`src/ccp_pkg.sv`:
```
package ccp_pkg;
    // ------------------------------------------------------------
    // register offsets
    // ------------------------------------------------------------
    localparam logic [3:0] OFF_UNIT_CONTROL = 4'h0;
    localparam logic [3:0] OFF_DUTY_UPPER = 4'h1;
    localparam logic [3:0] OFF_ACTIVE_DUTY = 4'h2;
    localparam logic [3:0] OFF_PERIOD_LIMIT = 4'h3;
    localparam logic [3:0] OFF_PERIOD_CTRL = 4'h4;
    localparam logic [3:0] OFF_PERIOD_COUNT = 4'h5;
    localparam logic [3:0] OFF_STATUS = 4'h6;
    localparam logic [3:0] OFF_PIN_DIR = 4'h7;
    // ------------------------------------------------------------
    // reset values
    // ------------------------------------------------------------
    localparam logic [5:0] RST_UNIT_CONTROL = 6'h00;
    localparam logic [7:0] RST_BYTE = 8'h00;
    localparam logic [6:0] RST_PERIOD_CTRL = 7'h00;
    localparam logic [7:0] RST_PERIOD_LIMIT = 8'hff;
    localparam logic RST_PIN_DIR = 1'b1;
    // ------------------------------------------------------------
    // field positions
    // ------------------------------------------------------------
    localparam int MODE_LSB = 0;
    localparam int DUTY_LOW_LSB = 4;
    localparam int PRESCALE_LSB = 0;
    localparam int RUN_BIT = 2;
    localparam int POSTSCALE_LSB = 3;
    localparam int STAT_EVENT_BIT = 0;
    localparam int STAT_OVF_BIT = 1;
    // ------------------------------------------------------------
    // mode field codes
    // ------------------------------------------------------------
    localparam logic [3:0] MODE_OFF = 4'h0;
    localparam logic [3:0] MODE_CMP_TOGGLE = 4'h2;
    localparam logic [3:0] MODE_CAP_FALL = 4'h4;
    localparam logic [3:0] MODE_CAP_RISE = 4'h5;
    localparam logic [3:0] MODE_CAP_RISE4 = 4'h6;
    localparam logic [3:0] MODE_CAP_RISE16 = 4'h7;
    localparam logic [3:0] MODE_CMP_SET = 4'h8;
    localparam logic [3:0] MODE_CMP_CLEAR = 4'h9;
    localparam logic [3:0] MODE_CMP_FLAG = 4'ha;
    localparam logic [3:0] MODE_CMP_TRIG = 4'hb;
    localparam logic [1:0] MODE_PWM_TOP = 2'h3;
    // ------------------------------------------------------------
    // prescale codes and counts
    // ------------------------------------------------------------
    localparam logic [1:0] PRESCALE_1 = 2'h0;
    localparam logic [1:0] PRESCALE_4 = 2'h1;
    localparam logic [1:0] PHASE_LAST = 2'h3;
    localparam logic [3:0] PRE16_LAST = 4'hf;
endpackage : ccp_pkg

```
`src/timebase_link.sv`:
```
`timescale 1ns/1ps
interface timebase_link;
    logic run;
    logic sleep;
    logic [1:0] prescale_sel;
    logic [7:0] limit;
    logic cnt_wr;
    logic [7:0] cnt_wdata;
    logic [7:0] count;
    logic [1:0] low_bits;
    logic period_start;
    modport timer (input run, sleep, prescale_sel, limit, cnt_wr, cnt_wdata,
                   output count, low_bits, period_start);
    modport user (output run, sleep, prescale_sel, limit, cnt_wr, cnt_wdata,
                  input count, low_bits, period_start);
endinterface : timebase_link

```
`src/ccp_unit.sv`:
```
// Overview of operation
// - pwm waveform on output pin, 10-bit duty
// - period is (limit+1)*4*Tosc*prescale
// - period match clears timer, sets pin unless new duty is zero, loads duty
// - postscaler plays no part in period
// - duty = upper buffer : control bits 5-4
// - duty writes anytime, applied at next period
// - active duty register read-only in pwm mode
// - duty double-buffered with hidden 2-bit latch
// - time base = timer plus phase or prescaler bits
// - pin cleared when time base equals active duty
// - duty beyond period leaves pin unchanged
// - full 10-bit resolution only at limit 255
// - sleep freezes timer, unit state and pin; a pending timer reset can still fire on a tick in sleep
// - reset clears registers except limit (0xff) and pin dir (1), pin becomes input
// - control bits 7-6 read zero, ignore writes
// - mode 11xx pwm, 0000 off and reset
// - modes 0100-0111 capture fall/rise/4th/16th
// - modes 0010/1000/1001 toggle/set/clear on match
// - 1010 flag only, 1011 flag plus trigger
// - clearing control forces compare latch low
// - capture prescaler cleared when off or not capture
// - capture copies 16-bit timer, sets flag
// - trigger at match, timer reset at next tick
//
// The placing of the registers and the address-and-strobe port are this design's own decisions.
`timescale 1ns/1ps
module ccp_unit (
    input wire logic clk, // system clock, 10 MHz
    input wire logic nrst, // async reset, active low
    input wire logic [3:0] addr, // register address
    input wire logic [7:0] wdata, // write data
    input wire logic wr_stb, // write strobe
    input wire logic rd_stb, // read strobe
    output logic [7:0] rdata, // read data, cycle after read strobe
    input wire logic sleep, // low-power sleep request
    input wire logic capture_in, // capture input pin level
    input wire logic [15:0] capture_timer_value, // external 16-bit timer
    input wire logic capture_timer_tick, // external timer clock edge pulse
    output logic unit_output_pin, // output pin level
    output logic unit_output_oe, // output pin drive enable
    output logic converter_trigger, // converter start pulse
    output logic capture_timer_reset, // external timer reset pulse
    output logic unit_event_flag // sticky event flag
);
    timebase_link tb ();

    logic [5:0] control_ff;
    logic [7:0] duty_upper_ff;
    logic [7:0] active_duty_ff;
    logic [1:0] duty_latch_ff;
    logic [7:0] period_limit_ff;
    logic [6:0] period_ctrl_ff;
    logic period_overflow_ff;
    logic event_ff;
    logic pin_dir_ff;
    logic pwm_level_ff;
    logic cmp_latch_ff;
    logic pin_ff;
    logic oe_ff;
    logic [7:0] rdata_ff;
    logic trig_ff;
    logic treset_ff;
    logic treset_pend_ff;
    logic cap_prev_ff;
    logic match_prev_ff;
    logic [3:0] cap_cnt_ff;

    // ------------------------------------------------------------
    // period timer
    // ------------------------------------------------------------
    assign tb.run = period_ctrl_ff[ccp_pkg::RUN_BIT];
    assign tb.sleep = sleep;
    assign tb.prescale_sel = period_ctrl_ff[ccp_pkg::PRESCALE_LSB +: 2];
    assign tb.limit = period_limit_ff;
    assign tb.cnt_wr = wr_stb && addr == ccp_pkg::OFF_PERIOD_COUNT;
    assign tb.cnt_wdata = wdata;

    period_timebase u_timebase (
        .clk(clk),
        .nrst(nrst),
        .tb(tb)
    );

    // ------------------------------------------------------------
    // mode decode
    // ------------------------------------------------------------
    wire [3:0] mode = control_ff[ccp_pkg::MODE_LSB +: 4];
    wire mode_off = mode == ccp_pkg::MODE_OFF;
    wire mode_pwm = mode[3:2] == ccp_pkg::MODE_PWM_TOP;
    wire mode_cap = mode[3:2] == 2'h1;
    wire cap_fall = mode == ccp_pkg::MODE_CAP_FALL;
    wire cmp_toggle = mode == ccp_pkg::MODE_CMP_TOGGLE;
    wire cmp_set = mode == ccp_pkg::MODE_CMP_SET;
    wire cmp_clear = mode == ccp_pkg::MODE_CMP_CLEAR;
    wire cmp_flag = mode == ccp_pkg::MODE_CMP_FLAG;
    wire cmp_trig = mode == ccp_pkg::MODE_CMP_TRIG;
    wire cmp_pin = cmp_toggle || cmp_set || cmp_clear;
    wire mode_cmp = cmp_pin || cmp_flag || cmp_trig;

    // ------------------------------------------------------------
    // bus decode
    // ------------------------------------------------------------
    wire wr_control = wr_stb && addr == ccp_pkg::OFF_UNIT_CONTROL;
    wire wr_upper = wr_stb && addr == ccp_pkg::OFF_DUTY_UPPER;
    wire wr_active = wr_stb && addr == ccp_pkg::OFF_ACTIVE_DUTY && !mode_pwm;
    wire wr_limit = wr_stb && addr == ccp_pkg::OFF_PERIOD_LIMIT;
    wire wr_pctrl = wr_stb && addr == ccp_pkg::OFF_PERIOD_CTRL;
    wire wr_status = wr_stb && addr == ccp_pkg::OFF_STATUS;
    wire wr_pindir = wr_stb && addr == ccp_pkg::OFF_PIN_DIR;
    wire control_cleared = wr_control && wdata[5:0] == 6'h00;
    wire clr_event = wr_status && wdata[ccp_pkg::STAT_EVENT_BIT];
    wire clr_ovf = wr_status && wdata[ccp_pkg::STAT_OVF_BIT];

    // ------------------------------------------------------------
    // pwm compare
    // ------------------------------------------------------------
    wire [9:0] duty_buffered = {duty_upper_ff, control_ff[ccp_pkg::DUTY_LOW_LSB +: 2]};
    wire [9:0] duty_active = {active_duty_ff, duty_latch_ff};
    wire [9:0] time_base = {tb.count, tb.low_bits};
    wire duty_hit = time_base == duty_active;
    wire period_start = tb.period_start && !sleep;

    // ------------------------------------------------------------
    // capture and compare events
    // ------------------------------------------------------------
    wire awake = !sleep;
    wire cap_rise = capture_in && !cap_prev_ff;
    wire cap_fell = !capture_in && cap_prev_ff;
    wire cap_edge = cap_fall ? cap_fell : cap_rise;
    wire cap_event = awake && mode_cap && cap_edge &&
                     (mode == ccp_pkg::MODE_CAP_FALL || mode == ccp_pkg::MODE_CAP_RISE ||
                      (mode == ccp_pkg::MODE_CAP_RISE4 && cap_cnt_ff[1:0] == ccp_pkg::PHASE_LAST) ||
                      (mode == ccp_pkg::MODE_CAP_RISE16 && cap_cnt_ff == ccp_pkg::PRE16_LAST));
    wire [15:0] cmp_value = {active_duty_ff, duty_upper_ff};
    wire match_now = mode_cmp && capture_timer_value == cmp_value;
    wire cmp_event = awake && match_now && !match_prev_ff;
    wire set_event = cap_event || cmp_event;

    // ------------------------------------------------------------
    // output pin selection
    // ------------------------------------------------------------
    wire drives_pin = mode_pwm || cmp_pin;
    wire pin_level = mode_pwm ? pwm_level_ff : cmp_latch_ff;

    // ------------------------------------------------------------
    // read mux
    // ------------------------------------------------------------
    wire [7:0] status_word = {6'h00, period_overflow_ff, event_ff};
    wire [7:0] rd_mux =
        (addr == ccp_pkg::OFF_UNIT_CONTROL) ? {2'h0, control_ff} :
        (addr == ccp_pkg::OFF_DUTY_UPPER) ? duty_upper_ff :
        (addr == ccp_pkg::OFF_ACTIVE_DUTY) ? active_duty_ff :
        (addr == ccp_pkg::OFF_PERIOD_LIMIT) ? period_limit_ff :
        (addr == ccp_pkg::OFF_PERIOD_CTRL) ? {1'b0, period_ctrl_ff} :
        (addr == ccp_pkg::OFF_PERIOD_COUNT) ? tb.count :
        (addr == ccp_pkg::OFF_STATUS) ? status_word :
        (addr == ccp_pkg::OFF_PIN_DIR) ? {7'h00, pin_dir_ff} : 8'h00;

    // ------------------------------------------------------------
    // software registers
    // ------------------------------------------------------------
    always_ff @(posedge clk or negedge nrst) begin
        if (!nrst) begin
            control_ff <= ccp_pkg::RST_UNIT_CONTROL;
            period_limit_ff <= ccp_pkg::RST_PERIOD_LIMIT;
            period_ctrl_ff <= ccp_pkg::RST_PERIOD_CTRL;
            pin_dir_ff <= ccp_pkg::RST_PIN_DIR;
            rdata_ff <= ccp_pkg::RST_BYTE;
        end else begin
            if (wr_control) begin
                control_ff <= wdata[5:0];
            end
            if (wr_limit) begin
                period_limit_ff <= wdata;
            end
            if (wr_pctrl) begin
                period_ctrl_ff <= wdata[6:0];
            end
            if (wr_pindir) begin
                pin_dir_ff <= wdata[0];
            end
            rdata_ff <= rd_stb ? rd_mux : 8'h00;
        end
    end

    // ------------------------------------------------------------
    // duty and capture registers
    // ------------------------------------------------------------
    always_ff @(posedge clk or negedge nrst) begin
        if (!nrst) begin
            duty_upper_ff <= ccp_pkg::RST_BYTE;
            active_duty_ff <= ccp_pkg::RST_BYTE;
            duty_latch_ff <= 2'h0;
        end else begin
            if (cap_event) begin
                duty_upper_ff <= capture_timer_value[7:0];
                active_duty_ff <= capture_timer_value[15:8];
            end else begin
                if (wr_upper) begin
                    duty_upper_ff <= wdata;
                end
                if (mode_off) begin
                    active_duty_ff <= ccp_pkg::RST_BYTE;
                    duty_latch_ff <= 2'h0;
                end else if (mode_pwm && period_start) begin
                    active_duty_ff <= duty_buffered[9:2];
                    duty_latch_ff <= duty_buffered[1:0];
                end else if (wr_active) begin
                    active_duty_ff <= wdata;
                end
            end
        end
    end

    // ------------------------------------------------------------
    // pwm and compare output latches
    // ------------------------------------------------------------
    always_ff @(posedge clk or negedge nrst) begin
        if (!nrst) begin
            pwm_level_ff <= 1'b0;
            cmp_latch_ff <= 1'b0;
        end else begin
            if (!mode_pwm) begin
                pwm_level_ff <= 1'b0;
            end else if (period_start) begin
                pwm_level_ff <= duty_buffered != 10'h000;
            end else if (awake && duty_hit) begin
                pwm_level_ff <= 1'b0;
            end
            if (control_cleared || mode_off) begin
                cmp_latch_ff <= 1'b0;
            end else if (cmp_event && cmp_toggle) begin
                cmp_latch_ff <= !cmp_latch_ff;
            end else if (cmp_event && cmp_set) begin
                cmp_latch_ff <= 1'b1;
            end else if (cmp_event && cmp_clear) begin
                cmp_latch_ff <= 1'b0;
            end
        end
    end

    // ------------------------------------------------------------
    // capture prescaler and edge history
    // ------------------------------------------------------------
    always_ff @(posedge clk or negedge nrst) begin
        if (!nrst) begin
            cap_cnt_ff <= 4'h0;
            cap_prev_ff <= 1'b0;
            match_prev_ff <= 1'b0;
        end else if (awake) begin
            cap_prev_ff <= capture_in;
            match_prev_ff <= match_now;
            if (!mode_cap) begin
                cap_cnt_ff <= 4'h0;
            end else if (cap_rise && !cap_fall) begin
                cap_cnt_ff <= cap_cnt_ff + 4'h1;
            end
        end
    end

    // ------------------------------------------------------------
    // converter trigger and capture timer reset
    // ------------------------------------------------------------
    always_ff @(posedge clk or negedge nrst) begin
        if (!nrst) begin
            trig_ff <= 1'b0;
            treset_ff <= 1'b0;
            treset_pend_ff <= 1'b0;
        end else begin
            trig_ff <= cmp_event && cmp_trig;
            treset_ff <= treset_pend_ff && capture_timer_tick && match_now;
            if (cmp_event && cmp_trig) begin
                treset_pend_ff <= 1'b1;
            end else if (!match_now || capture_timer_tick) begin
                treset_pend_ff <= 1'b0;
            end
        end
    end

    // ------------------------------------------------------------
    // flags, pin and outputs
    // ------------------------------------------------------------
    always_ff @(posedge clk or negedge nrst) begin
        if (!nrst) begin
            event_ff <= 1'b0;
            period_overflow_ff <= 1'b0;
            pin_ff <= 1'b0;
            oe_ff <= 1'b0;
        end else begin
            if (set_event) begin
                event_ff <= 1'b1;
            end else if (clr_event) begin
                event_ff <= 1'b0;
            end
            if (period_start) begin
                period_overflow_ff <= 1'b1;
            end else if (clr_ovf) begin
                period_overflow_ff <= 1'b0;
            end
            if (awake) begin
                pin_ff <= pin_level;
                oe_ff <= drives_pin && !pin_dir_ff;
            end
        end
    end

    assign rdata = rdata_ff;
    assign unit_output_pin = pin_ff;
    assign unit_output_oe = oe_ff;
    assign converter_trigger = trig_ff;
    assign capture_timer_reset = treset_ff;
    assign unit_event_flag = event_ff;
endmodule : ccp_unit

```
`src/period_timebase.sv`:
```
`timescale 1ns/1ps
module period_timebase (
    input wire logic clk, // system clock
    input wire logic nrst, // async reset, active low
    timebase_link.timer tb // timer side of the link
);
    logic [1:0] phase_ff;
    logic [3:0] pre_ff;
    logic [7:0] count_ff;
    logic start_ff;

    // ------------------------------------------------------------
    // tick and period decode
    // ------------------------------------------------------------
    wire phase_end = phase_ff == ccp_pkg::PHASE_LAST;
    wire pre_end = (tb.prescale_sel == ccp_pkg::PRESCALE_1) ||
                   (tb.prescale_sel == ccp_pkg::PRESCALE_4 && pre_ff[1:0] == ccp_pkg::PHASE_LAST) ||
                   (tb.prescale_sel[1] && pre_ff == ccp_pkg::PRE16_LAST);
    wire tick = tb.run && phase_end && !tb.sleep;
    wire inc = tick && pre_end;
    wire at_limit = count_ff == tb.limit;

    assign tb.count = count_ff;
    assign tb.period_start = start_ff;
    assign tb.low_bits = (tb.prescale_sel == ccp_pkg::PRESCALE_1) ? phase_ff :
                         (tb.prescale_sel == ccp_pkg::PRESCALE_4) ? pre_ff[1:0] : pre_ff[3:2];

    always_ff @(posedge clk or negedge nrst) begin
        if (!nrst) begin
            phase_ff <= 2'h0;
            pre_ff <= 4'h0;
            count_ff <= 8'h00;
            start_ff <= 1'b0;
        end else begin
            if (!tb.sleep) begin
                phase_ff <= phase_ff + 2'h1;
            end
            if (tb.cnt_wr) begin
                count_ff <= tb.cnt_wdata;
                pre_ff <= 4'h0;
            end else if (inc) begin
                count_ff <= at_limit ? 8'h00 : count_ff + 8'h01;
                pre_ff <= 4'h0;
            end else if (tick) begin
                pre_ff <= pre_ff + 4'h1;
            end
            start_ff <= inc && at_limit && !tb.cnt_wr;
        end
    end
endmodule : period_timebase

```
`config.mk`:
```
export PLATFORM = sky130hd
export DESIGN_NAME = ccp_unit
export DESIGN_NICKNAME = d
export VERILOG_FILES = /design/src/ccp_pkg.sv /design/src/timebase_link.sv /design/src/ccp_unit.sv /design/src/period_timebase.sv
export SDC_FILE = /design/constraint.sdc
export NUM_CORES = 1
export LEC_CHECK = 0
export BUFFER_PORTS_ARGS = -buffer_cell sky130_fd_sc_hd__clkbuf_2
export CAP_MARGIN = 25
export CELL_PAD_IN_SITES_DETAIL_PLACEMENT = 0
export CELL_PAD_IN_SITES_GLOBAL_PLACEMENT = 2
export CORE_ASPECT_RATIO = 0.6
export CORE_MARGIN = 4
export CORE_UTILIZATION = 41
export CTS_CLUSTER_SIZE = 20
export DETAILED_ROUTE_END_ITERATION = 8
export PLACE_DENSITY = 0.95
export SLEW_MARGIN = 20
export SYNTH_ARGS = -nofsm -noshare
export SYNTH_HDL_FRONTEND = slang
export SYNTH_SLANG_ARGS = --single-unit
```
`constraint.sdc`:
```
create_clock -name clk -period 5.95 [get_ports clk]
set_input_delay 0.2975 -clock clk [delete_from_list [all_inputs] [get_ports clk]]
set_output_delay 0.2975 -clock clk [all_outputs]
set_load 0.1 [all_outputs]
```
# == Yosys cells after proc, flatten, opt, wreduce, memory -nomap -nowiden ==
# Index checks and enable logic that the tools add are counted.
# word_totals
regBits,78
inputBits,35
word_cells,180
# classes
addsub,4
eq_ne,29
n_mux,42
bitwise_logic,2
n_reduce_logical,79
# ops
cell,n
$mux 8,16
$logic_and 1x1->1,40
$eq 4x3->1 const B,8
$eq 4x4->1 const B,6
$mux 4,5
$eq 16x16->1,1
$mux 1,16
$logic_or 1x1->1,13
$eq 4x2->1 const B,3
$reduce_bool 2->1,6
$eq 10x10->1,1
$logic_not 1->1,10
$mux 2,5
$reduce_bool 10->1,1
$add 4x1->4 const B,2
$add 8x1->8 const B,1
$eq 2x2->1 const B,4
$eq 8x8->1,1
$logic_not 4->1,2
$reduce_bool 4->1,2
$logic_not 6->1,1
$eq 2x1->1 const B,2
$eq 4x1->1 const B,1
$reduce_and 2->1,2
other kinds (6),7

# == Longest topological paths before layout ==
# Gate-level depths: netlist (run 1).
# logic_depth
word_depth,13
depth_mapped,8

# == Modules after synthesis ==
# A second synthesis (run 1) with hierarchy kept.
# hier_totals
cells_unflattened,462
hier_area_um2,4616.9
# modules_own_cells
mod,n_inst,cells_each,area_per_inst_um2
ccp_unit,1,354,3573.4
period_timebase,1,108,1043.5

# == Least setup slack after synthesis (run 1) ==
# Ideal clock, no wire load.
# synth_timing
kind,register -> register
startpoint,register u_timebase.phase_ff[0]
endpoint,"register u_timebase.count_ff[7], in the netlist u_timebase.tb.count[7]"
setup_time_ns,0.121
arrival_time_ns,1.871
required_time_ns,5.829
path_slack_ns,3.957
path_stages_with_launch,7
path_cell_list,dfrtp_1 > ha_1 > nand3b_4 > or4_4 > buf_2 > a221o_1 > o22a_1
# synth_via
elab_chain_len,5
# synth_lines
element,line_no,rtl
"start, declared",period_timebase.sv:7,logic [1:0] phase_ff;
"start signal, assigned",period_timebase.sv:36,phase_ff <= phase_ff + 2'h1;
$eq 2x2->1,period_timebase.sv:15,wire phase_end = phase_ff == ccp_pkg::PHASE_LAST;
$logic_and 1x1->1 (2 in series),period_timebase.sv:19,wire tick = tb.run && phase_end && !tb.sleep;
$logic_and 1x1->1,period_timebase.sv:20,wire inc = tick && pre_end;
$reduce_bool 2->1 (no line),-,
"end signal, assigned",period_timebase.sv:39,count_ff <= tb.cnt_wdata;
"end signal, assigned",period_timebase.sv:42,count_ff <= at_limit ? 8'h00 : count_ff + 8'h01;
"end, declared",period_timebase.sv:9,logic [7:0] count_ff;
# Every way passes these cells.
# A chain may end at the register's enable or synchronous reset.

# == Final worst setup path (run 1) ==
# layout_timing
startpoint,register control_ff[3]
endpoint,register active_duty_ff[7]
# layout_via
elab_chain_len,6
# layout_lines
element,line_no,rtl
"start, declared",ccp_unit.sv:48,logic [5:0] control_ff;
"start signal, assigned",ccp_unit.sv:165,control_ff <= ccp_pkg::RST_UNIT_CONTROL;
"start signal, assigned",ccp_unit.sv:172,control_ff <= wdata[5:0];
"$eq 4x3->1, on equally long branches","ccp_unit.sv:92, ccp_unit.sv:132, ccp_unit.sv:133",
$logic_or 1x1->1 / $logic_and 1x1->1 (equally long branches),"ccp_unit.sv:132, ccp_unit.sv:133",
$logic_or 1x1->1,ccp_unit.sv:132,(mode == ccp_pkg::MODE_CAP_FALL || mode == ccp_pkg::MODE_CAP_RISE ||
$logic_or 1x1->1,ccp_unit.sv:133,(mode == ccp_pkg::MODE_CAP_RISE4 && cap_cnt_ff[1:0] == ccp_pkg::PHASE_LAST) ||
$logic_and 1x1->1,ccp_unit.sv:131,wire cap_event = awake && mode_cap && cap_edge &&
$reduce_bool 4->1 (no line) / $mux 8 (equally long branches),-,
"end signal, assigned",ccp_unit.sv:193,active_duty_ff <= ccp_pkg::RST_BYTE;
"end signal, assigned",ccp_unit.sv:198,active_duty_ff <= capture_timer_value[15:8];
"end signal, assigned",ccp_unit.sv:204,active_duty_ff <= ccp_pkg::RST_BYTE;
"end, declared",ccp_unit.sv:50,logic [7:0] active_duty_ff;
# Parallel ways exist; a longest one is shown, timed or not.

==> reports/summary.log, run 1 <==
qor: finish.post_route_cells_drive_above_1_share 23.3%
qor: place.dpl.cell_count 642
qor: logic_synthesis.syn_nets 520
qor: global_route.grt_pass1_wl 21.1 mm
qor: place.port_buffers 47
qor: cts.cts-buffers-inserted 9
qor: sta.finalSetupViolations 0
qor: critical_path.worst_setup_path_end_kind flop
qor: drt.detailedRoute.firstPassIterationCount 5
qor: sta.fmaxAchievable 433 MHz
qor: power.power.combinational.fraction 28.7%
qor: critical_path.cp.depth 5
qor: cts.cts_setup_buffers 0
qor: critical_path.cp-start-kind flop
qor: power.switching_share 36.3%
qor: critical_path.worst_path_dominant_cell_family simple AND/OR/NAND/NOR gates
qor: power.power.density 393 nW/um2
qor: drt.route.antenna.remaining_nets 0
qor: critical_path.r2r_cells 5
qor: logic_synthesis.synth_top_area_share 36.9%
qor: logic_synthesis.synthCells 481
qor: logic_synthesis.synth_compound_area_share 12.1%
qor: logic_synthesis.yosysUniqueCellTypes 57
qor: place.gpl.final_weighted_congestion 0.827
qor: global_route.grt.overflow.total 0
qor: logic_synthesis.syn-mean-instance-area 9.72 um2
qor: sta.final.setup_skew 10.3 ps
qor: global_route.antenna_found_initial 0
qor: logic_synthesis.synth_fa_ha_area_share 1.07%
qor: power.internal_power 1.33 mW
qor: power.static_leakage 2.32 nW
qor: logic_synthesis.synth.largest_area_cell sky130_fd_sc_hd__dfrtp_1
qor: critical_path.critical_path_peak_fanout 26
qor: sta.final.period_utilization 38.8%
qor: floorplan.boundaryPins 48
qor: power.worst_ir_drop_vdd 0.172 mV
qor: cts.worstSkewPairLatency 350 ps
qor: sta.hold_violations 26
qor: job.timing.max_cap.violations 0
qor: cts.cts_htree_levels 3
qor: drt.wl 13.0 mm
qor: sta.setup_repair_after_global_routing_missed_its_margin no
qor: worst_hold_path.hp-class primary input to async pin
qor: sta.totalNegativeSetupSlack 0 ps
qor: finish.number_of_nets_at_the_end_of_the_flow 554
qor: logic_synthesis.share_of_flip_flops_with_an_asynchronous_set_or_reset 100%
qor: finish.antennaDiodeCount 0
qor: logic_synthesis.ys_seq_elements 78
qor: drt.route.detailed.drc 0
qor: logic_synthesis.combinational_family_with_the_most_area_after_synthesis simple AND/OR/NAND/NOR gates
qor: critical_path.cp_slowest_stage_delay 610 ps
qor: critical_path.cpMaxStageDelayCell sky130_fd_sc_hd__dfrtp_1
qor: drt.detailroute.via_count 3850
qor: sta.worst_hold_slack -33.8 ps
qor: sta.slew_headroom 43.5%
qor: critical_path.rr_startpoint control_ff[3]
qor: global_route.via_count_of_the_first_global_routing_pass 3757
qor: critical_path.arrival 2530 ps
qor: floorplan.start_util 43.1%
qor: logic_synthesis.yosys.area_share.simple 19.7%
qor: cts.cts_root_buffer sky130_fd_sc_hd__clkbuf_16
qor: power.power.sequential.fraction 42.9%
qor: sta.worst_slew_pin_slew 845 ps
qor: drt.drt_first_iter_violations 403
qor: logic_synthesis.synth-edff-count 0
qor: floorplan.core_box_area 10800 um2
qor: critical_path.critical_path_class flop to flop
qor: place.post-dp-hpwl 9.65 mm
qor: sta.layout_min_cycle_time 2310 ps
qor: cts.postCtsHoldBufs 0
qor: finish.area_growth_syn_to_layout 13.6%
qor: finish.layout.cells.non_filler 659
qor: logic_synthesis.total_of_warnings_raised_by_yosys 0
qor: floorplan.die_width 146 um
qor: critical_path.timing.critical_path.cells and2b_1 > o2111ai_2 > buf_4 > and3_1 > mux2_2
qor: logic_synthesis.synthesis.area 4670 um2
qor: run_status.outcome finished with violations
qor: logic_synthesis.synth-seq-area-share 42.0%
qor: sta.final-max-slew-violation-count 0
qor: drt.vias_per_cell 5.84
qor: global_route.grt_max_degree 79
qor: logic_synthesis.primary_flip_flop_cell_chosen_by_synthesis_mapping sky130_fd_sc_hd__dfrtp_1
qor: drt.routed_wire_length_per_instance 19.7 um
qor: logic_synthesis.synth.area.mux_share 15.3%
qor: floorplan.cell_rows 29
qor: cts.path_clk_slew 60 ps
qor: run_status.failed_checks hold timing
qor: power.netSwitchingPower 0.756 mW
qor: cts.tritoncts built
qor: logic_synthesis.synth.area.top_cells sky130_fd_sc_hd__dfrtp_1 37%, sky130_fd_sc_hd__mux2_2 9.4%, sky130_fd_sc_hd__dfstp_2 5.1%
qor: global_route.grt_util_all_layers 20.2%
qor: floorplan.fp.dieArea 13200 um2
qor: cts.cts.sink_count 78
qor: critical_path.critical_path.startpoint control_ff[3]
qor: logic_synthesis.post_synth_xor_area_fraction 6.93%
qor: power.share_clk_of_total_power 28.4%
qor: floorplan.fp.dieH 90.7 um
qor: cts.cts_resized 0
qor: critical_path.cp.required 6170 ps
qor: cts.clock_tree.buffer_depth 2
qor: critical_path.crit_buf_inv 1
[worst paths after layout]
| check | endpoint | slack (ps) |
|---|---|---|
| max | active_duty_ff[7] | 3640 |
| min | capture_timer_reset | -30 |
| max reg2reg | active_duty_ff[7] | 3640 |
| min reg2reg | period_overflow_ff | 480 |
| max in group asynchronous | rdata[3] | 5450 |
| min in group clk | capture_timer_reset | 160 |
[flip-flops by register name, summed over array words and instances, names as in the netlist, 4 cells and up]
signal and flops:
u_timebase.pre_ff 4, period_limit_ff 8, u_timebase.tb.count 8, active_duty_ff 8, duty_upper_ff 8, cap_cnt_ff 4, control_ff 6, rdata 8
period_ctrl_ff 7
[cell usage after synthesis, types with 3 or more instances]
master,n
sky130_fd_sc_hd__dfstp_2,9
sky130_fd_sc_hd__a21oi_1,37
sky130_fd_sc_hd__nor3b_1,4
sky130_fd_sc_hd__a22o_1,7
sky130_fd_sc_hd__a211oi_1,3
sky130_fd_sc_hd__nand4_1,8
sky130_fd_sc_hd__buf_1,3
sky130_fd_sc_hd__nand2b_1,4
sky130_fd_sc_hd__mux2_2,39
sky130_fd_sc_hd__nor3_1,9
sky130_fd_sc_hd__ha_1,4
sky130_fd_sc_hd__inv_1,4
sky130_fd_sc_hd__clkbuf_1,13
sky130_fd_sc_hd__nor2b_1,20
sky130_fd_sc_hd__nand2_1,53
sky130_fd_sc_hd__dfrtp_1,69
sky130_fd_sc_hd__o21ai_0,19
sky130_fd_sc_hd__nand3_1,12
sky130_fd_sc_hd__mux2i_1,22
sky130_fd_sc_hd__xnor2_1,25
sky130_fd_sc_hd__or3_1,3
sky130_fd_sc_hd__a222oi_1,3
sky130_fd_sc_hd__nor2_1,44
sky130_fd_sc_hd__nor4_1,5
sky130_fd_sc_hd__buf_2,9
sky130_fd_sc_hd__xor2_1,12
[metrics by stage]
step / worst slack, ps / area [um2] / total power [mW] / utilization (%)
6_report: 3640 / 5310 / 2.09 / 48.9
2_1_floorplan: 3960 / 4670 / 1.29 / -
3_3_place_gp: 3690 / 4980 / 1.47 / 45.9
3_5_place_dp: 3620 / 4980 / 1.49 / 45.9
5_1_grt: 3520 / 5310 / 2.21 / 48.9
4_1_cts: 3570 / 5300 / 2.09 / 48.8
[layout make-up]
cell class              count  area (um2)
clock inverters             4        70.1
fillers                  1037        5540
well taps                 139         174
inverters                   4        15.0
multi-input cells         373        2580
repair buffers             49         254
clock buffers              12         246
flip-flops and latches     78        1960
[cells in the final DEF, fill, tap and decap left out, drive strengths merged, types with 3 or more instances in the layout]
master	count
a211oi	3
a21oi	37
a222oi	3
a22o	7
clkbuf	59
dfrtp	69
dfstp	9
ha	4
inv	4
mux2	40
mux2i	22
nand2	53
nand2b	4
nand3	12
nand3b	3
nand4	8
nor2	44
nor2b	20
nor3	9
nor3b	4
nor4	7
o2111ai	3
o21ai	19
or3	3
xnor2	25
xor2	12
[metal layers]
layer,share of wire (%),track usage [%],vias to the layer above
met3,7.7,6.12,11
met4,0.72,4.82,0
met5,0,0,-
li1,-,-,1791
met1,52,32.0,1918
met2,39,26.0,130
[logic make-up after synthesis]
logic type                 Yosys count
AOI/OAI and AO/OA                   89
xor gates and xnor gates            37
adders and majority gates            4
buffers and inverters               30
DFF                                 78
muxes                               64
and+or+nand+nor                    179
[power groups by stage]
stage / Sequential, mW / Combinational (mW) / Clock, mW
global route: 0.912 / 0.664 / 0.628
finish: 0.894 / 0.599 / 0.593
global placement: 0.886 / 0.584 / 0
floorplan: 0.853 / 0.440 / 0
detailed placement: 0.895 / 0.595 / 0
CTS: 0.886 / 0.599 / 0.605
(Power assumes the default switching activity.)
==> run 2: changes to the inputs <==
--- a/config.mk
+++ b/config.mk
@@ -11,10 +11,10 @@
 export CELL_PAD_IN_SITES_GLOBAL_PLACEMENT = 2
 export CORE_ASPECT_RATIO = 0.6
 export CORE_MARGIN = 4
-export CORE_UTILIZATION = 41
+export CORE_UTILIZATION = 34
 export CTS_CLUSTER_SIZE = 20
 export DETAILED_ROUTE_END_ITERATION = 8
-export PLACE_DENSITY = 0.95
+export PLACE_DENSITY = 0.86
 export SLEW_MARGIN = 20
 export SYNTH_ARGS = -nofsm -noshare
 export SYNTH_HDL_FRONTEND = slang
==> constraint.sdc (replaced) <==
create_clock -name clk -period 1.9 [get_ports clk]
set_input_delay 0.095 -clock clk [delete_from_list [all_inputs] [get_ports clk]]
set_output_delay 0.095 -clock clk [all_outputs]
set_load 0.1 [all_outputs]
==> reports/summary.log, run 2 (synthesized netlist as in run 1, its figures left out) <==
qor: drt.wl 15.1 mm
qor: floorplan.start_util 35.6%
qor: worst_hold_path.worstHoldPathCells 3
qor: sta.finalWorstSetupSlack -43.9 ps
qor: floorplan.boundaryPins 48
qor: worst_hold_path.hold_crit_start capture_timer_value[5]
qor: global_route.grt.overflow.total 0
qor: critical_path.rr_startpoint u_timebase.pre_ff[0]
qor: finish.post_route_cells_drive_above_1_share 35.9%
qor: drt.detailedRoute.firstPassIterationCount 6
qor: sta.setup_repair_after_global_routing_missed_its_margin yes
qor: finish.area_growth_syn_to_layout 28.0%
qor: drt.routed_wire_length_per_instance 19.9 um
qor: cts.cts.sink_count 78
qor: critical_path.ff2ff_setup_slack -40 ps
qor: sta.worst_slew_pin_slew 667 ps
qor: global_route.grt_max_degree 41
qor: worst_hold_path.hp-class primary input to flop
qor: cts.worstSkewPairLatency 340 ps
qor: place.port_buffers 47
qor: place.post_dp_cell_area 5480 um2
qor: worst_hold_path.hold-path-endpoint duty_upper_ff[5]
qor: global_route.grt_util_all_layers 19.4%
qor: global_route.grt_pass1_wl 24.0 mm
qor: cts.clock_tree.buffer_depth 2
qor: floorplan.fp.dieArea 15700 um2
qor: floorplan.die_width 159 um
qor: cts.path_clk_slew 60 ps
qor: drt.route.antenna.remaining_nets 0
qor: critical_path.critical_path_peak_fanout 6
qor: floorplan.fp.dieH 98.8 um
qor: drt.route.detailed.drc 0
qor: critical_path.cpMaxStageDelayCell sky130_fd_sc_hd__or4_4
qor: critical_path.r2r_cells 6
qor: power.power.density 1140 nW/um2
qor: critical_path.worst_setup_path_end_kind flop
qor: job.timing.max_cap.violations 0
qor: global_route.via_count_of_the_first_global_routing_pass 4166
qor: sta.finalSetupViolations 1
qor: sta.slew_headroom 55.5%
qor: finish.antennaDiodeCount 0
qor: sta.hold_violations 0
qor: drt.detailroute.via_count 4118
qor: floorplan.cell_rows 32
qor: drt.vias_per_cell 5.42
qor: critical_path.worst_path_dominant_cell_family simple AND/OR/NAND/NOR gates
qor: global_route.antenna_found_initial 0
qor: finish.number_of_nets_at_the_end_of_the_flow 624
qor: cts.cts_root_buffer sky130_fd_sc_hd__clkbuf_16
qor: finish.final_cell_area_excluding_filler_cells 5980 um2
qor: critical_path.arrival 2220 ps
qor: critical_path.r2r_end u_timebase.tb.count[3]
qor: critical_path.crit_buf_inv 0
qor: sta.totalNegativeSetupSlack -43.9 ps
qor: power.worst_ir_drop_vdd 0.468 mV
qor: critical_path.cp_slowest_stage_delay 600 ps
qor: critical_path.timing.critical_path.cells ha_2 > nor2b_2 > or4_4 > or3_1 > a22o_1 > a21oi_2
qor: sta.final.setup_skew 8.22 ps
qor: critical_path.cp-start-kind flop
qor: drt.drt_first_iter_violations 373
qor: sta.fmaxAchievable 514 MHz
qor: run_status.outcome finished with violations
qor: power.total_power 6.79 mW
qor: finish.mostFrequentLayoutCells 65 x sky130_fd_sc_hd__dfrtp_1, 65 x sky130_fd_sc_hd__buf_4, 52 x sky130_fd_sc_hd__nand2_1
qor: cts.cts_htree_levels 3
qor: floorplan.core_box_area 13100 um2
qor: run_status.failed_checks setup timing
qor: cts.cts-buffers-inserted 9
qor: sta.layout_min_cycle_time 1940 ps
qor: place.post-dp-hpwl 11.4 mm
qor: power.static_leakage 2.65 nW
qor: sta.final.period_utilization 102%
qor: critical_path.critical_path_class flop to flop
qor: cts.tritoncts built
qor: place.gpl.final_weighted_congestion 0.873
qor: sta.final-max-slew-violation-count 0
qor: critical_path.cp.required 2170 ps
-- run 2: changes by cell type in the layout (fill, tap and decap cells not counted), moves of 3 or more --
cell,change
sky130_fd_sc_hd__nor3_2,+3
sky130_fd_sc_hd__a21oi_1,-3
sky130_fd_sc_hd__nor3_1,-3
sky130_fd_sc_hd__o21ai_0,-3
sky130_fd_sc_hd__buf_4,+64
sky130_fd_sc_hd__dfrtp_2,+4
sky130_fd_sc_hd__ha_1,-3
sky130_fd_sc_hd__dfrtp_1,-4
-- run 2: how the worst max path moves through the flow --
stage                                 startpoint                endpoint  slack, ps  depth (start not counted)
after floorplan                    control_ff[0]       active_duty_ff[6]         10                          6
after global placement      u_timebase.pre_ff[1]  u_timebase.tb.count[3]        -60                          6
after detailed placement    u_timebase.pre_ff[0]  u_timebase.tb.count[3]        -80                          6
after CTS                 u_timebase.phase_ff[0]  u_timebase.tb.count[3]        -60                          6
after global routing        u_timebase.pre_ff[0]  u_timebase.tb.count[3]       -110                          6
final                       u_timebase.pre_ff[0]  u_timebase.tb.count[3]        -40                          6
-- run 2: layout make-up --
type / instances / area [um2]
flip-flops and latches: 78 / 1970
well taps: 170 / 213
fillers: 1282 / 7150
multi-input cells: 373 / 2700
inverters: 4 / 15.0
repair buffers: 119 / 817
clock inverters: 6 / 36.3
clock buffers: 10 / 229
-- run 2: worst register-to-register path: cells and delay by family, from the launching register on --
family | cells | cell delay (ps)
flip-flops | 1 | 360
adder cells (fa/ha/maj) | 1 | 210
AO/OA/AOI/OAI | 2 | 320
AND/OR/NAND/NOR | 3 | 990
-- run 2: repair_timing --
action                                  CTS  global route
pin swaps                                 5             7
cloned                                    1             1
endpoints found under the setup margin   13            25
hold endpoints to repair                 39             0
hold buffers                              2             0
setup buffers                             5             4
resized for setup                         8            28
-- run 2: layer usage --
metal / global-route usage (%) / wire length [um] / vias to the layer above
li1: - / - / 1926
met1: 30.3 / 7910 / 2025
met2: 26.6 / 5960 / 156
met3: 5.18 / 1120 / 11
met4: 3.80 / 103 / 0
met5: 0 / 0 / -
-- run 2: where the power goes --
part           internal, mW  switching (mW)
registers              2.09           0.560
logic                  1.24            1.31
clock network         0.880           0.706
-- run 2: per-stage QoR --
stage          worst slack (ps)  utilization (%)  hold slack, ps  cells
2_1_floorplan              14.8                -            -201    481
6_report                  -43.9             45.5            23.4    760
3_3_place_gp              -55.5             41.7             109    731
4_1_cts                   -62.8             44.4            19.3    755
5_1_grt                    -112             45.5            49.2    760
3_5_place_dp              -78.6             41.7             119    731
==> run 3: changes to the inputs <==
--- a/config.mk
+++ b/config.mk
@@ -11,10 +11,11 @@
 export CELL_PAD_IN_SITES_GLOBAL_PLACEMENT = 2
 export CORE_ASPECT_RATIO = 0.6
 export CORE_MARGIN = 4
-export CORE_UTILIZATION = 34
+export CORE_UTILIZATION = 35
+export CTS_BUF_LIST = sky130_fd_sc_hd__clkbuf_4
 export CTS_CLUSTER_SIZE = 20
 export DETAILED_ROUTE_END_ITERATION = 8
-export PLACE_DENSITY = 0.86
+export PLACE_DENSITY = 0.88
 export SLEW_MARGIN = 20
 export SYNTH_ARGS = -nofsm -noshare
 export SYNTH_HDL_FRONTEND = slang
==> reports/summary.log, run 3 (synthesized netlist as in run 1, its figures left out) <==
qor: sta.slew_headroom 59.4%
qor: critical_path.arrival 2410 ps
qor: finish.antennaDiodeCount 0
qor: cts.path_clk_slew 140 ps
qor: drt.route.detailed.drc 0
qor: power.power.density 1090 nW/um2
qor: finish.mostFrequentLayoutCells 66 x sky130_fd_sc_hd__dfrtp_1, 63 x sky130_fd_sc_hd__buf_4, 53 x sky130_fd_sc_hd__nand2_1
qor: global_route.grt.overflow.total 0
qor: sta.finalWorstSetupSlack -116 ps
qor: worst_hold_path.hp-class primary input to flop
qor: cts.cts.sink_count 78
qor: critical_path.rr_startpoint u_timebase.phase_ff[1]
qor: sta.setup_repair_after_global_routing_missed_its_margin yes
qor: sta.final.setup_skew 10.7 ps
qor: critical_path.cp-start-kind flop
qor: finish.n_fill_cell 1229
qor: drt.route.antenna.remaining_nets 0
qor: floorplan.start_util 36.1%
qor: global_route.grt_util_all_layers 19.4%
qor: finish.final_cell_area_excluding_filler_cells 6040 um2
qor: sta.fmaxAchievable 496 MHz
qor: sta.finalSetupViolations 7
qor: power.share_clk_of_total_power 20.2%
qor: power.internal_power 4.04 mW
qor: power.static_leakage 2.67 nW
qor: drt.drt_first_iter_violations 289
qor: place.post_dp_cell_area 5480 um2
qor: sta.totalNegativeSetupSlack -393 ps
qor: critical_path.cp.required 2290 ps
qor: critical_path.critical_path_class flop to flop
qor: cts.worstSkewPairLatency 450 ps
qor: finish.layout.cells.non_filler 776
qor: critical_path.r2r_cells 8
qor: sta.final-max-slew-violation-count 0
qor: sta.final.period_utilization 106%
qor: place.post-dp-hpwl 11.2 mm
qor: run_status.outcome finished with violations
qor: sta.worst_slew_pin_slew 606 ps
qor: power.power.sequential.fraction 38.4%
qor: finish.number_of_nets_at_the_end_of_the_flow 640
qor: global_route.via_count_of_the_first_global_routing_pass 4114
qor: drt.detailroute.via_count 4173
qor: cts.tritoncts built
qor: floorplan.core_box_area 12900 um2
qor: worst_hold_path.hold_crit_start capture_timer_value[15]
qor: finish.post_route_cells_drive_above_1_share 34.0%
qor: drt.vias_per_cell 5.38
qor: drt.wl 14.8 mm
qor: global_route.grt_max_degree 41
qor: drt.detailedRoute.firstPassIterationCount 5
qor: global_route.antenna_found_initial 0
qor: place.port_buffers 47
qor: job.timing.max_cap.violations 0
qor: power.switching_share 38.5%
qor: sta.layout_min_cycle_time 2020 ps
qor: floorplan.boundaryPins 48
qor: critical_path.critical_path_peak_fanout 5
qor: worst_hold_path.hold-path-endpoint active_duty_ff[7]
qor: drt.routed_wire_length_per_instance 19.1 um
qor: cts.clock_tree.buffer_depth 2
qor: floorplan.cell_rows 32
qor: power.worst_ir_drop_vdd 0.417 mV
qor: cts.cts_root_buffer sky130_fd_sc_hd__clkbuf_4
qor: place.pre_cts_slack -53.5 ps
qor: power.total_power 6.56 mW
qor: floorplan.die_width 157 um
qor: cts.cts-buffers-inserted 9
qor: sta.worst_hold_slack 40.2 ps
qor: floorplan.fp.dieH 97.5 um
qor: sta.hold_violations 0
qor: finish.final_core_utilization 46.7%
qor: power.power.combinational.fraction 41.5%
qor: cts.cts_htree_levels 3
qor: run_status.failed_checks setup timing
qor: place.dpl.cell_count 733
qor: place.gpl.final_weighted_congestion 0.948
qor: critical_path.r2r_end u_timebase.tb.count[4]
qor: finish.area_growth_syn_to_layout 29.3%
qor: floorplan.fp.dieArea 15300 um2
qor: worst_hold_path.worstHoldPathCells 3
qor: finish.most_common_cell_after_layout_fill_and_taps_aside sky130_fd_sc_hd__dfrtp_1
qor: critical_path.ff2ff_setup_slack -120 ps
qor: global_route.grt_pass1_wl 23.2 mm
qor: power.netSwitchingPower 2.52 mW
qor: critical_path.worst_setup_path_end_kind flop
[run 3: how the worst max path moves through the flow]
stage	start	endpoint	slack, ps	depth (start not counted)
floorplan	control_ff[0]	active_duty_ff[6]	10	6
global placement	u_timebase.pre_ff[1]	u_timebase.tb.count[3]	-20	6
detailed placement	u_timebase.pre_ff[0]	u_timebase.tb.count[3]	-50	6
CTS	u_timebase.pre_ff[0]	u_timebase.tb.count[3]	-80	6
global route	u_timebase.pre_ff[0]	u_timebase.tb.count[4]	-160	8
finish	u_timebase.phase_ff[1]	u_timebase.tb.count[4]	-120	8
[run 3: routing by layer]
layer	global-route usage [%]	vias up	wire length [um]
li1	-	1953	-
met1	30.0	2059	7310
met2	26.1	145	6110
met3	6.36	16	1270
met4	4.03	0	151
met5	0	-	0
[run 3: final cells by class]
type                       instances  area (um2)  share of cell area (%)
clock buffer                       9        67.6                    1.12
clock inverter                     7         123                    2.03
inverter                           4        15.0                   0.248
multi-input combinational        373        2680                    44.4
sequential                        78        1970                    32.6
tap                              170         213                    3.52
timing repair buffer             135         975                    16.1
[run 3: timing repair]
item / in CTS / in global routing
gates cloned: 0 / 2
pin swaps: 0 / 11
setup endpoints to repair: 13 / 17
endpoints found under the hold margin: 62 / 0
gates resized for setup: 2 / 30
hold buffers: 19 / 0
setup buffers: 2 / 4
[run 3: power by group through the flow]
stage          Clock [mW]  Combinational [mW]  Sequential [mW]
2_1_floorplan           0                1.38             2.67
3_3_place_gp            0                2.48             2.51
3_5_place_dp            0                2.51             2.54
4_1_cts              1.35                2.57             2.50
5_1_grt              1.42                2.95             2.58
6_report             1.32                2.72             2.52
[run 3: critical path: stages, from the launching register on]
cell and delay, ps:
sky130_fd_sc_hd__dfrtp_1 390, sky130_fd_sc_hd__ha_2 210, sky130_fd_sc_hd__nand3b_4 80, sky130_fd_sc_hd__or4_4 570, sky130_fd_sc_hd__buf_4 170, sky130_fd_sc_hd__a21oi_4 150
sky130_fd_sc_hd__buf_6 120, sky130_fd_sc_hd__a22o_1 150, sky130_fd_sc_hd__o22a_1 130
